$ cat src/rtl/gpbr_defines.vh
`ifndef GPBR_DEFINES_VH
`define GPBR_DEFINES_VH
// ----------------------------------------
// Register map
// ----------------------------------------
`define GPBR_BASE_ADDR      16'h5000
`define GPBR_PORT_STRIDE    5
`define GPBR_NUM_PORTS      6
`define GPBR_OFS_LATCH      3'h0
`define GPBR_OFS_PINVAL     3'h1
`define GPBR_OFS_DIR        3'h2
`define GPBR_OFS_CTL1       3'h3
`define GPBR_OFS_CTL2       3'h4
// Byte address of every port register
`define GPBR_ADDR_A_LATCH   16'h5000
`define GPBR_ADDR_A_PINVAL  16'h5001
`define GPBR_ADDR_A_DIR     16'h5002
`define GPBR_ADDR_A_CTL1    16'h5003
`define GPBR_ADDR_A_CTL2    16'h5004
`define GPBR_ADDR_B_LATCH   16'h5005
`define GPBR_ADDR_B_PINVAL  16'h5006
`define GPBR_ADDR_B_DIR     16'h5007
`define GPBR_ADDR_B_CTL1    16'h5008
`define GPBR_ADDR_B_CTL2    16'h5009
`define GPBR_ADDR_C_LATCH   16'h500a
`define GPBR_ADDR_C_PINVAL  16'h500b
`define GPBR_ADDR_C_DIR     16'h500c
`define GPBR_ADDR_C_CTL1    16'h500d
`define GPBR_ADDR_C_CTL2    16'h500e
`define GPBR_ADDR_D_LATCH   16'h500f
`define GPBR_ADDR_D_PINVAL  16'h5010
`define GPBR_ADDR_D_DIR     16'h5011
`define GPBR_ADDR_D_CTL1    16'h5012
`define GPBR_ADDR_D_CTL2    16'h5013
`define GPBR_ADDR_E_LATCH   16'h5014
`define GPBR_ADDR_E_PINVAL  16'h5015
`define GPBR_ADDR_E_DIR     16'h5016
`define GPBR_ADDR_E_CTL1    16'h5017
`define GPBR_ADDR_E_CTL2    16'h5018
`define GPBR_ADDR_F_LATCH   16'h5019
`define GPBR_ADDR_F_PINVAL  16'h501a
`define GPBR_ADDR_F_DIR     16'h501b
`define GPBR_ADDR_F_CTL1    16'h501c
`define GPBR_ADDR_F_CTL2    16'h501d
// Remap option bits register (coined offset, past the port block)
`define GPBR_REMAP_ADDR     16'h501e
// ----------------------------------------
// Reset values
// ----------------------------------------
`define GPBR_RST_ZERO       8'h00
`define GPBR_RST_PD_CTL1    8'h02
// ----------------------------------------
// Port indices and line positions
// ----------------------------------------
`define GPBR_PORT_A         3'd0
`define GPBR_PORT_C         3'd2
`define GPBR_PORT_D         3'd3
`define GPBR_LINE_A1        1
`define GPBR_LINE_C6        6
`define GPBR_LINE_D1        1
`define GPBR_REMAP_C6_BIT   0
`endif

$ cat src/rtl/gpbr_port.v
`include "gpbr_defines.vh"
// One byte-wide port: latch, direction and two control registers, pad control.
module gpbr_port #(
    parameter [7:0] CTL1_RST = 8'h00,
    parameter [7:0] BONDED   = 8'hff
) (
    input  wire       clk,
    input  wire       rst_b,
    // Register writes from the decoder
    input  wire       wr_latch,
    input  wire       wr_dir,
    input  wire       wr_ctl1,
    input  wire       wr_ctl2,
    input  wire [7:0] wdata,
    // Halt override and alternate-function overlay
    input  wire [7:0] force_pu_in,
    input  wire [7:0] af_en,
    input  wire [7:0] af_out,
    // Stored state
    output reg  [7:0] latch_r,
    output reg  [7:0] dir_r,
    output reg  [7:0] ctl1_r,
    output reg  [7:0] ctl2_r,
    // Pad control
    output reg  [7:0] pad_out_r,
    output reg  [7:0] pad_oe_b_r,
    output reg  [7:0] pad_pu_r
);
    wire [7:0] drive_en;
    wire [7:0] drive_val;
    wire [7:0] od_release;

    // ----------------------------------------
    // Software registers
    // ----------------------------------------
    // Unbonded lines reset to input like the rest, floating unless CTL1_RST sets a pull-up
    always @(posedge clk or negedge rst_b)
    begin
        if (!rst_b)
        begin
            latch_r <= `GPBR_RST_ZERO;
            dir_r   <= `GPBR_RST_ZERO;
            ctl1_r  <= CTL1_RST;
            ctl2_r  <= `GPBR_RST_ZERO;
        end
        else
        begin
            if (wr_latch) latch_r <= wdata;
            if (wr_dir)   dir_r   <= wdata;
            if (wr_ctl1)  ctl1_r  <= wdata;
            if (wr_ctl2)  ctl2_r  <= wdata;
        end
    end

    // ----------------------------------------
    // Pad driver
    // ----------------------------------------
    // Alternate functions overlay the value only; mode stays with the GPIO regs
    assign drive_val  = (af_en & af_out) | (~af_en & latch_r);
    // Open drain (control one low) only pulls low; a high is released
    assign od_release = ~ctl1_r & drive_val;
    assign drive_en   = dir_r & ~force_pu_in & ~od_release;

    // Registered so a latch write reaches the pin on the next edge
    always @(posedge clk or negedge rst_b)
    begin
        if (!rst_b)
        begin
            pad_out_r  <= 8'h00;
            pad_oe_b_r <= 8'hff;
            pad_pu_r   <= CTL1_RST;
        end
        else
        begin
            pad_out_r  <= drive_val & drive_en;
            pad_oe_b_r <= ~drive_en;
            // Pull-up on inputs with control one set, or forced in halt
            pad_pu_r   <= ((~dir_r & ctl1_r) | force_pu_in) & BONDED;
        end
    end
endmodule // gpbr_port

$ cat src/rtl/gpbr_bank.v
// Function
// - Halt forces line A1 to pull-up input
// - Halt leaves line A1 output undriven
// - Line A1 gives no halt wakeup
// - Line D1 pull-up input at reset
// - Port D control one resets 0x02
// - Unbonded lines reset as floating inputs
// - Eight remap option bits exist
// - Remap disconnects the default alternate function
// - Alternate function needs peripheral enable
// - Remap leaves GPIO capability unchanged
// - Five registers per port, stride five
// - Pin value reads sampled pin levels
// - Floating/pull-up input, open-drain/push-pull output
//
// Chosen here: strobed register access.
`include "gpbr_defines.vh"
module gpbr_bank #(
    parameter NPORT = 6
) (
    // Clock and reset
    input  wire        CORE_CLK,
    input  wire        RST_B,
    // Register port
    input  wire [15:0] ADDR,
    input  wire [7:0]  WDATA,
    input  wire        WR_STB,
    input  wire        RD_STB,
    output reg  [7:0]  RDATA,
    // Low-power state
    input  wire        HALT_MODE,
    output wire        WAKE_REQ,
    input  wire [7:0]  WAKE_SRC_A,
    // Peripheral alternate-function sources
    input  wire        SPI_EN,
    input  wire        SPI_MOSI,
    input  wire        TIM1_EN,
    input  wire        ADVANCED_TIMER_CHANNEL_ONE,
    // Pads, six ports of eight lines, port A in the low byte
    input  wire [47:0] PAD_IN,
    output wire [47:0] PAD_OUT,
    output wire [47:0] PAD_OE_B,
    output wire [47:0] PAD_PU
);
    wire [47:0] latch_w;
    wire [47:0] dir_w;
    wire [47:0] ctl1_w;
    wire [47:0] ctl2_w;
    reg  [47:0] pinval_r;
    reg  [7:0]  remap_r;
    reg  [7:0]  rdata_nxt;
    reg  [2:0]  sel_port;
    reg  [2:0]  sel_reg;
    reg         sel_hit;
    wire [7:0]  force_a;
    wire [7:0]  af_en_c;
    wire [7:0]  af_out_c;
    wire        c6_af_en;
    wire        c6_af_val;

    // ----------------------------------------
    // Address decode
    // ----------------------------------------
    // Ports are five bytes apart from the base
    // One flat case per byte address: longer than a divide by five, but
    // the map reads straight off the table and no arithmetic can overflow.
    // The remap register is decoded apart and so misses here on purpose.
    // Pin-value slots decode as hits; writes to them find no register.
    // Anything else reads zero and writes nowhere.
    always @*
    begin
        sel_port = 3'd0;
        sel_reg  = 3'd0;
        sel_hit  = 1'b1;
        case (ADDR)
            // Port A
            `GPBR_ADDR_A_LATCH:
            begin
                sel_port = 3'd0;
                sel_reg  = `GPBR_OFS_LATCH;
            end
            `GPBR_ADDR_A_PINVAL:
            begin
                sel_port = 3'd0;
                sel_reg  = `GPBR_OFS_PINVAL;
            end
            `GPBR_ADDR_A_DIR:
            begin
                sel_port = 3'd0;
                sel_reg  = `GPBR_OFS_DIR;
            end
            `GPBR_ADDR_A_CTL1:
            begin
                sel_port = 3'd0;
                sel_reg  = `GPBR_OFS_CTL1;
            end
            `GPBR_ADDR_A_CTL2:
            begin
                sel_port = 3'd0;
                sel_reg  = `GPBR_OFS_CTL2;
            end
            // Port B
            `GPBR_ADDR_B_LATCH:
            begin
                sel_port = 3'd1;
                sel_reg  = `GPBR_OFS_LATCH;
            end
            `GPBR_ADDR_B_PINVAL:
            begin
                sel_port = 3'd1;
                sel_reg  = `GPBR_OFS_PINVAL;
            end
            `GPBR_ADDR_B_DIR:
            begin
                sel_port = 3'd1;
                sel_reg  = `GPBR_OFS_DIR;
            end
            `GPBR_ADDR_B_CTL1:
            begin
                sel_port = 3'd1;
                sel_reg  = `GPBR_OFS_CTL1;
            end
            `GPBR_ADDR_B_CTL2:
            begin
                sel_port = 3'd1;
                sel_reg  = `GPBR_OFS_CTL2;
            end
            // Port C
            `GPBR_ADDR_C_LATCH:
            begin
                sel_port = 3'd2;
                sel_reg  = `GPBR_OFS_LATCH;
            end
            `GPBR_ADDR_C_PINVAL:
            begin
                sel_port = 3'd2;
                sel_reg  = `GPBR_OFS_PINVAL;
            end
            `GPBR_ADDR_C_DIR:
            begin
                sel_port = 3'd2;
                sel_reg  = `GPBR_OFS_DIR;
            end
            `GPBR_ADDR_C_CTL1:
            begin
                sel_port = 3'd2;
                sel_reg  = `GPBR_OFS_CTL1;
            end
            `GPBR_ADDR_C_CTL2:
            begin
                sel_port = 3'd2;
                sel_reg  = `GPBR_OFS_CTL2;
            end
            // Port D
            `GPBR_ADDR_D_LATCH:
            begin
                sel_port = 3'd3;
                sel_reg  = `GPBR_OFS_LATCH;
            end
            `GPBR_ADDR_D_PINVAL:
            begin
                sel_port = 3'd3;
                sel_reg  = `GPBR_OFS_PINVAL;
            end
            `GPBR_ADDR_D_DIR:
            begin
                sel_port = 3'd3;
                sel_reg  = `GPBR_OFS_DIR;
            end
            `GPBR_ADDR_D_CTL1:
            begin
                sel_port = 3'd3;
                sel_reg  = `GPBR_OFS_CTL1;
            end
            `GPBR_ADDR_D_CTL2:
            begin
                sel_port = 3'd3;
                sel_reg  = `GPBR_OFS_CTL2;
            end
            // Port E
            `GPBR_ADDR_E_LATCH:
            begin
                sel_port = 3'd4;
                sel_reg  = `GPBR_OFS_LATCH;
            end
            `GPBR_ADDR_E_PINVAL:
            begin
                sel_port = 3'd4;
                sel_reg  = `GPBR_OFS_PINVAL;
            end
            `GPBR_ADDR_E_DIR:
            begin
                sel_port = 3'd4;
                sel_reg  = `GPBR_OFS_DIR;
            end
            `GPBR_ADDR_E_CTL1:
            begin
                sel_port = 3'd4;
                sel_reg  = `GPBR_OFS_CTL1;
            end
            `GPBR_ADDR_E_CTL2:
            begin
                sel_port = 3'd4;
                sel_reg  = `GPBR_OFS_CTL2;
            end
            // Port F
            `GPBR_ADDR_F_LATCH:
            begin
                sel_port = 3'd5;
                sel_reg  = `GPBR_OFS_LATCH;
            end
            `GPBR_ADDR_F_PINVAL:
            begin
                sel_port = 3'd5;
                sel_reg  = `GPBR_OFS_PINVAL;
            end
            `GPBR_ADDR_F_DIR:
            begin
                sel_port = 3'd5;
                sel_reg  = `GPBR_OFS_DIR;
            end
            `GPBR_ADDR_F_CTL1:
            begin
                sel_port = 3'd5;
                sel_reg  = `GPBR_OFS_CTL1;
            end
            `GPBR_ADDR_F_CTL2:
            begin
                sel_port = 3'd5;
                sel_reg  = `GPBR_OFS_CTL2;
            end
            default:
                sel_hit = 1'b0;
        endcase
    end

    // ----------------------------------------
    // Remap option bits
    // ----------------------------------------
    // Eight bits, software written here in place of option bytes
    always @(posedge CORE_CLK or negedge RST_B)
    begin
        if (!RST_B)
            remap_r <= `GPBR_RST_ZERO;
        else if (WR_STB && ADDR == `GPBR_REMAP_ADDR)
            remap_r <= WDATA;
    end

    // ----------------------------------------
    // Pin sampling
    // ----------------------------------------
    // Pin value follows the pads one clock late; reset value is zero
    always @(posedge CORE_CLK or negedge RST_B)
    begin
        if (!RST_B)
            pinval_r <= 48'h0000_0000_0000;
        else
            pinval_r <= PAD_IN;
    end

    // ----------------------------------------
    // Alternate function on line C6
    // ----------------------------------------
    // Remap bit zero swaps MOSI for timer channel; default is then gone
    assign c6_af_en  = remap_r[`GPBR_REMAP_C6_BIT] ? TIM1_EN : SPI_EN;
    assign c6_af_val = remap_r[`GPBR_REMAP_C6_BIT] ? ADVANCED_TIMER_CHANNEL_ONE : SPI_MOSI;
    assign af_en_c   = {1'b0, c6_af_en, 6'b00_0000};
    assign af_out_c  = {1'b0, c6_af_val, 6'b00_0000};

    // Halt forces line A1 to pull-up input
    assign force_a   = {6'b00_0000, HALT_MODE, 1'b0};
    // Line A1 is masked out of wakeup while halted
    assign WAKE_REQ  = |(WAKE_SRC_A & ~force_a);

    // ----------------------------------------
    // Port instances
    // ----------------------------------------
    genvar g;
    generate
        for (g = 0; g < NPORT; g = g + 1)
        begin : g_port
            gpbr_port #(
                .CTL1_RST ((g == 3) ? `GPBR_RST_PD_CTL1 : `GPBR_RST_ZERO),
                .BONDED   (8'hff)
            ) u_port (
                .clk         (CORE_CLK),
                .rst_b       (RST_B),
                .wr_latch    (WR_STB && sel_hit && sel_port == g && sel_reg == `GPBR_OFS_LATCH),
                .wr_dir      (WR_STB && sel_hit && sel_port == g && sel_reg == `GPBR_OFS_DIR),
                .wr_ctl1     (WR_STB && sel_hit && sel_port == g && sel_reg == `GPBR_OFS_CTL1),
                .wr_ctl2     (WR_STB && sel_hit && sel_port == g && sel_reg == `GPBR_OFS_CTL2),
                .wdata       (WDATA),
                .force_pu_in ((g == 0) ? force_a : 8'h00),
                .af_en       ((g == 2) ? af_en_c : 8'h00),
                .af_out      ((g == 2) ? af_out_c : 8'h00),
                .latch_r     (latch_w[g*8 +: 8]),
                .dir_r       (dir_w[g*8 +: 8]),
                .ctl1_r      (ctl1_w[g*8 +: 8]),
                .ctl2_r      (ctl2_w[g*8 +: 8]),
                .pad_out_r   (PAD_OUT[g*8 +: 8]),
                .pad_oe_b_r  (PAD_OE_B[g*8 +: 8]),
                .pad_pu_r    (PAD_PU[g*8 +: 8])
            );
        end
    endgenerate

    // ----------------------------------------
    // Read data
    // ----------------------------------------
    // Unmapped addresses read zero
    always @*
    begin
        rdata_nxt = 8'h00;
        if (ADDR == `GPBR_REMAP_ADDR)
            rdata_nxt = remap_r;
        else if (sel_hit)
        begin
            case (sel_reg)
                `GPBR_OFS_LATCH:  rdata_nxt = latch_w[sel_port*8 +: 8];
                `GPBR_OFS_PINVAL: rdata_nxt = pinval_r[sel_port*8 +: 8];
                `GPBR_OFS_DIR:    rdata_nxt = dir_w[sel_port*8 +: 8];
                `GPBR_OFS_CTL1:   rdata_nxt = ctl1_w[sel_port*8 +: 8];
                `GPBR_OFS_CTL2:   rdata_nxt = ctl2_w[sel_port*8 +: 8];
                default:          rdata_nxt = 8'h00;
            endcase
        end
    end

    // Read data stand for the cycle after the strobe only
    always @(posedge CORE_CLK or negedge RST_B)
    begin
        if (!RST_B)
            RDATA <= 8'h00;
        else if (RD_STB)
            RDATA <= rdata_nxt;
        else
            RDATA <= 8'h00;
    end
endmodule // gpbr_bank

$ cat config.mk
export PLATFORM = sky130hd
export DESIGN_NAME = gpbr_bank
export DESIGN_NICKNAME = d
export VERILOG_FILES = /design/src/rtl/gpbr_port.v /design/src/rtl/gpbr_bank.v
export VERILOG_INCLUDE_DIRS = /design/src /design/src/rtl
export SDC_FILE = /design/constraint.sdc
export NUM_CORES = 1
export LEC_CHECK = 0
export ABC_AREA = 1
export BUFFER_PORTS_ARGS = -buffer_cell sky130_fd_sc_hd__buf_2
export CELL_PAD_IN_SITES_DETAIL_PLACEMENT = 0
export CELL_PAD_IN_SITES_GLOBAL_PLACEMENT = 1
export CORE_UTILIZATION = 43
export CTS_CLUSTER_SIZE = 8
export DETAILED_ROUTE_END_ITERATION = 8
export PLACE_DENSITY = 0.79
export SETUP_SLACK_MARGIN = 0.05
export SYNTH_ARGS = -nofsm -noshare
export SYNTH_HDL_FRONTEND = slang
export SYNTH_SLANG_ARGS = --single-unit
export TNS_END_PERCENT = 10
$ cat constraint.sdc
create_clock -name CORE_CLK -period 1.2 [get_ports CORE_CLK]
set_input_delay 0.12 -clock CORE_CLK [delete_from_list [all_inputs] [get_ports CORE_CLK]]
set_output_delay 0.12 -clock CORE_CLK [all_outputs]
set_load 0.02 [all_outputs]
==> flow_summary.ini <==
[grt]
grt_first_pass_wirelength_um = 93000
antenna_violations_before_repair = 4
grt_usage = 0.302
grt_start_max_net_pins = 56
vias_in_the_first_global_route = 16099
globalRouteOverflowTotal = 0

[synth]
yosys.area.top_type_share = 0.516
synth_cells = 1992
number_of_enable_flip_flop_cells_after_synthesis = 0
post_synth_top_flop = sky130_fd_sc_hd__dfrtp_1
netlist.top_cell.by_area = sky130_fd_sc_hd__dfrtp_1
syn-cell-area_um2 = 17000
yosysUniqueCellTypes = 36
seq_area_frac_synth = 0.593
synthArstFlopShare = 1.00
yosysWarningCount = 0
yosys_register_bits = 400
syn-num-nets = 2081
post_synth_main_area_contributors = sky130_fd_sc_hd__dfrtp_1, sky130_fd_sc_hd__nand2_1, sky130_fd_sc_hd__dfstp_2
post_synth.cell_area_avg_um2 = 8.53

[timing]
fin_worst_skew_ps = 19.1
timing.final.crit_share = 1.46
timing.final.setup_violations = 362
final.setup.worst_slack_ps = -557
timing.fmax_ghz = 0.569
grt_setup_unrepaired = yes
final-hold-violation-count = 0
finalHoldWorstSlack_ps = 50.7
fin_setup_tns_ps = -85270
slew-limit-headroom = 0.535
worst_slew_pin_slew_ps = 695
min_period_ps = 1760
slew_viol_final = 0

[die]
initial_core_util = 0.438
chipHeight_um = 201
pin_count = 242
floorplan.die.width_um = 201
core_area_um2 = 38800
dieArea_um2 = 40300
core.rowCount = 72

[layout]
syn2layout_area_growth_pct = 47.3
fin_nets = 2751
layout.cells.most_common = sky130_fd_sc_hd__nand2_1
layout.cells.most_common_list = sky130_fd_sc_hd__nand2_1, sky130_fd_sc_hd__dfrtp_1, sky130_fd_sc_hd__buf_4
final_layout_size_suffix_gt1_frac = 0.331
layout.filler_cells = 3249
num_antenna_cells = 0

[power]
power_switching_mw = 6.61
combinationalPowerShare = 0.044
cell_internal_pwr_mw = 23.0
power.switching_fraction = 0.223
clkPwrFrac = 0.493
p_leak_nw = 13.0
pwr_density_cell_nw_per_um2 = 1180
reg_power_frac = 0.462
max-vdd-ir-drop_v = 0.00114

[setup_path]
worst_setup_path_end_kind = register
worst_path_dominant_cell_family = simple AND/OR/NAND/NOR gates
worst_ep_required_time_ps = 1670
setup.worst_path.start_class = primary input
worst_path_most_repeated_cell = sky130_fd_sc_hd__nand2_1
critPathArrivalTime_ps = 2220
critical_path.cell_chain = buf_6 -> nand2_4 -> inv_2 -> nand2_2 -> nor2_4 -> buf_12 -> buf_16 -> buf_8 -> nand3_1 -> nand2_2 -> nor2_2 -> nand2_4 -> buf_12 -> clkbuf_16 -> nand2_1 -> nand2_1 -> nor2_1 -> nand3_1 -> nand2_1 -> o21ai_1 -> nand2_1 -> a21oi_1
timing.critical_path.buf_inv = 7
crit_path_max_incr_delay_ps = 170
critical_path_class = primary input to register
critical_path.slowest_cell = sky130_fd_sc_hd__nor2_1
critical_path.max_fanout = 7

[route]
wl_um = 59700
drt_first_pass_iters = 6
postRouteAntennaNets = 0
vias = 16238
drt-vias-per-instance = 5.04
route.detailed.wl_per_inst_um = 18.5
drcViolationCount = 0
drt_iter0_markers = 1370

[clock_tree]
clkSlewWorstSetupHoldPaths_ps = 60
cts_buffer_depth = 3
htree_levels = 2
ctsRootBufferMaster = sky130_fd_sc_hd__clkbuf_16
clock_sinks = 400
insertion_delay_ps = 600
cts_tree = done
cts_inserted_buffers = 56

[run_status]
run_status = complete, but fails checks
failed_checks = setup timing

[placement]
preCtsSetupSlack_ps = -1290
gp_routability_congestion = 0.932
dp_hpwl_um = 41700
io_buffer_count = 241

[run]
maxCapViolCount = 0

[worst_hold_path]
hold_path_class = primary input to register
==> routing by layer <==
| metal | vias up | track usage | routed length, um |
|---|---|---|---|
| li1 | 7646 | - | - |
| met1 | 7841 | 0.418 | 25700 |
| met2 | 650 | 0.492 | 28100 |
| met3 | 101 | 0.0489 | 4290 |
| met4 | 0 | 0.0862 | 1630 |
| met5 | - | 0 | 0 |
==> stage by stage <==
stage,instance area [um2],power [mW],util,cells
CTS,24600,29.8,0.634,3215
detailed placement,21500,14.9,0.553,3023
global placement,21500,14.9,0.553,3023
global route,25000,30.5,0.645,3219
finish,25000,29.6,0.645,3219
floorplan,17100,14.0,-,1992
==> state kept, by name, indices dropped and copies added (netlist names) <==
register and cells:
g_port.u_port.latch_r 48, RDATA 8, pinval_r 48, g_port.u_port.ctl2_r 48, g_port.u_port.pad_pu_r 48, g_port.u_port.pad_oe_b_r 48, g_port.u_port.pad_out_r 48, g_port.u_port.dir_r 48
g_port.u_port.ctl1_r 48, remap_r 8
==> power groups by stage <==
stage	clock network, mW	logic, mW	registers [mW]
after global routing	15.5	1.42	13.7
after global placement	0	1.02	13.9
final	14.6	1.31	13.7
after detailed placement	0	1.03	13.9
after floorplan	0	0.187	13.8
after CTS	14.9	1.30	13.7
==> path summary, 6_finish.rpt <==
| path | start | endpoint | slack (ps) | cells past startpoint |
|---|---|---|---|---|
| max in group asynchronous | RST_B | g_port[3].u_port.ctl1_r[3] | -140 | 3 |
| min in group asynchronous | RST_B | g_port[5].u_port.pad_oe_b_r[0] | 200 | 2 |
| setup reg to reg | g_port[5].u_port.ctl1_r[7] | RDATA[7] | -100 | 10 |
| hold reg to reg | g_port[2].u_port.ctl2_r[1] | g_port[2].u_port.ctl2_r[1] | 480 | 2 |
| hold / removal | SPI_MOSI | g_port[2].u_port.pad_out_r[6] | 50 | 6 |
| setup / recovery | ADDR[14] | RDATA[5] | -560 | 22 |
==> cells by family after synthesis <==
family,count (synthesis),synth area share
AO/OA/AOI/OAI,285,0.0871
buffers and inverters,266,0.0665
flip-flops,400,0.593
AND/OR/NAND/NOR,1041,0.253
==> layout make-up <==
type	count	area, um2	share of cell area
tap	518	648	0.0259
clock inverter	2	27.5	0.00110
multi-input combinational	1328	6310	0.252
clock buffer	95	1580	0.0631
inverter	188	743	0.0297
timing repair buffer	688	5650	0.226
sequential	400	10100	0.402
==> worst reg2reg max path, stage by stage (launching register included) <==
cell                      delay [ps]
sky130_fd_sc_hd__dfrtp_1         370
sky130_fd_sc_hd__inv_1           110
sky130_fd_sc_hd__o21ai_0         100
sky130_fd_sc_hd__nor2_1          100
sky130_fd_sc_hd__nand2_1          80
sky130_fd_sc_hd__nand2_2         110
sky130_fd_sc_hd__nand3_2          80
sky130_fd_sc_hd__nand2_1          60
sky130_fd_sc_hd__inv_1            50
sky130_fd_sc_hd__nand2_1          60
sky130_fd_sc_hd__a21oi_2          50
==> cell usage after synthesis (8+ instances only) <==
master	count
sky130_fd_sc_hd__nand2_1	684
sky130_fd_sc_hd__dfrtp_1	350
sky130_fd_sc_hd__inv_1	177
sky130_fd_sc_hd__o21ai_0	172
sky130_fd_sc_hd__nor2_1	164
sky130_fd_sc_hd__nand3_1	135
sky130_fd_sc_hd__o21ai_1	85
sky130_fd_sc_hd__dfstp_2	50
sky130_fd_sc_hd__buf_2	36
sky130_fd_sc_hd__clkbuf_1	27
sky130_fd_sc_hd__nand4_1	16
sky130_fd_sc_hd__nand2_2	14
sky130_fd_sc_hd__a21oi_1	11
sky130_fd_sc_hd__inv_2	9
sky130_fd_sc_hd__nor2_4	9
sky130_fd_sc_hd__buf_6	8
sky130_fd_sc_hd__o21ai_2	8
==> timing repair <==
action / 4_1_cts / 5_1_grt
pin swaps: 41 / 28
buffers inserted: 31 / 5
endpoints found under the setup margin: 354 / 370
hold buffers: 60 / 0
cloned: 7 / 1
endpoints found under the hold margin: 510 / 0
gates resized for setup: 157 / 119
No activity file was read; power rests on OpenSTA's default activity.
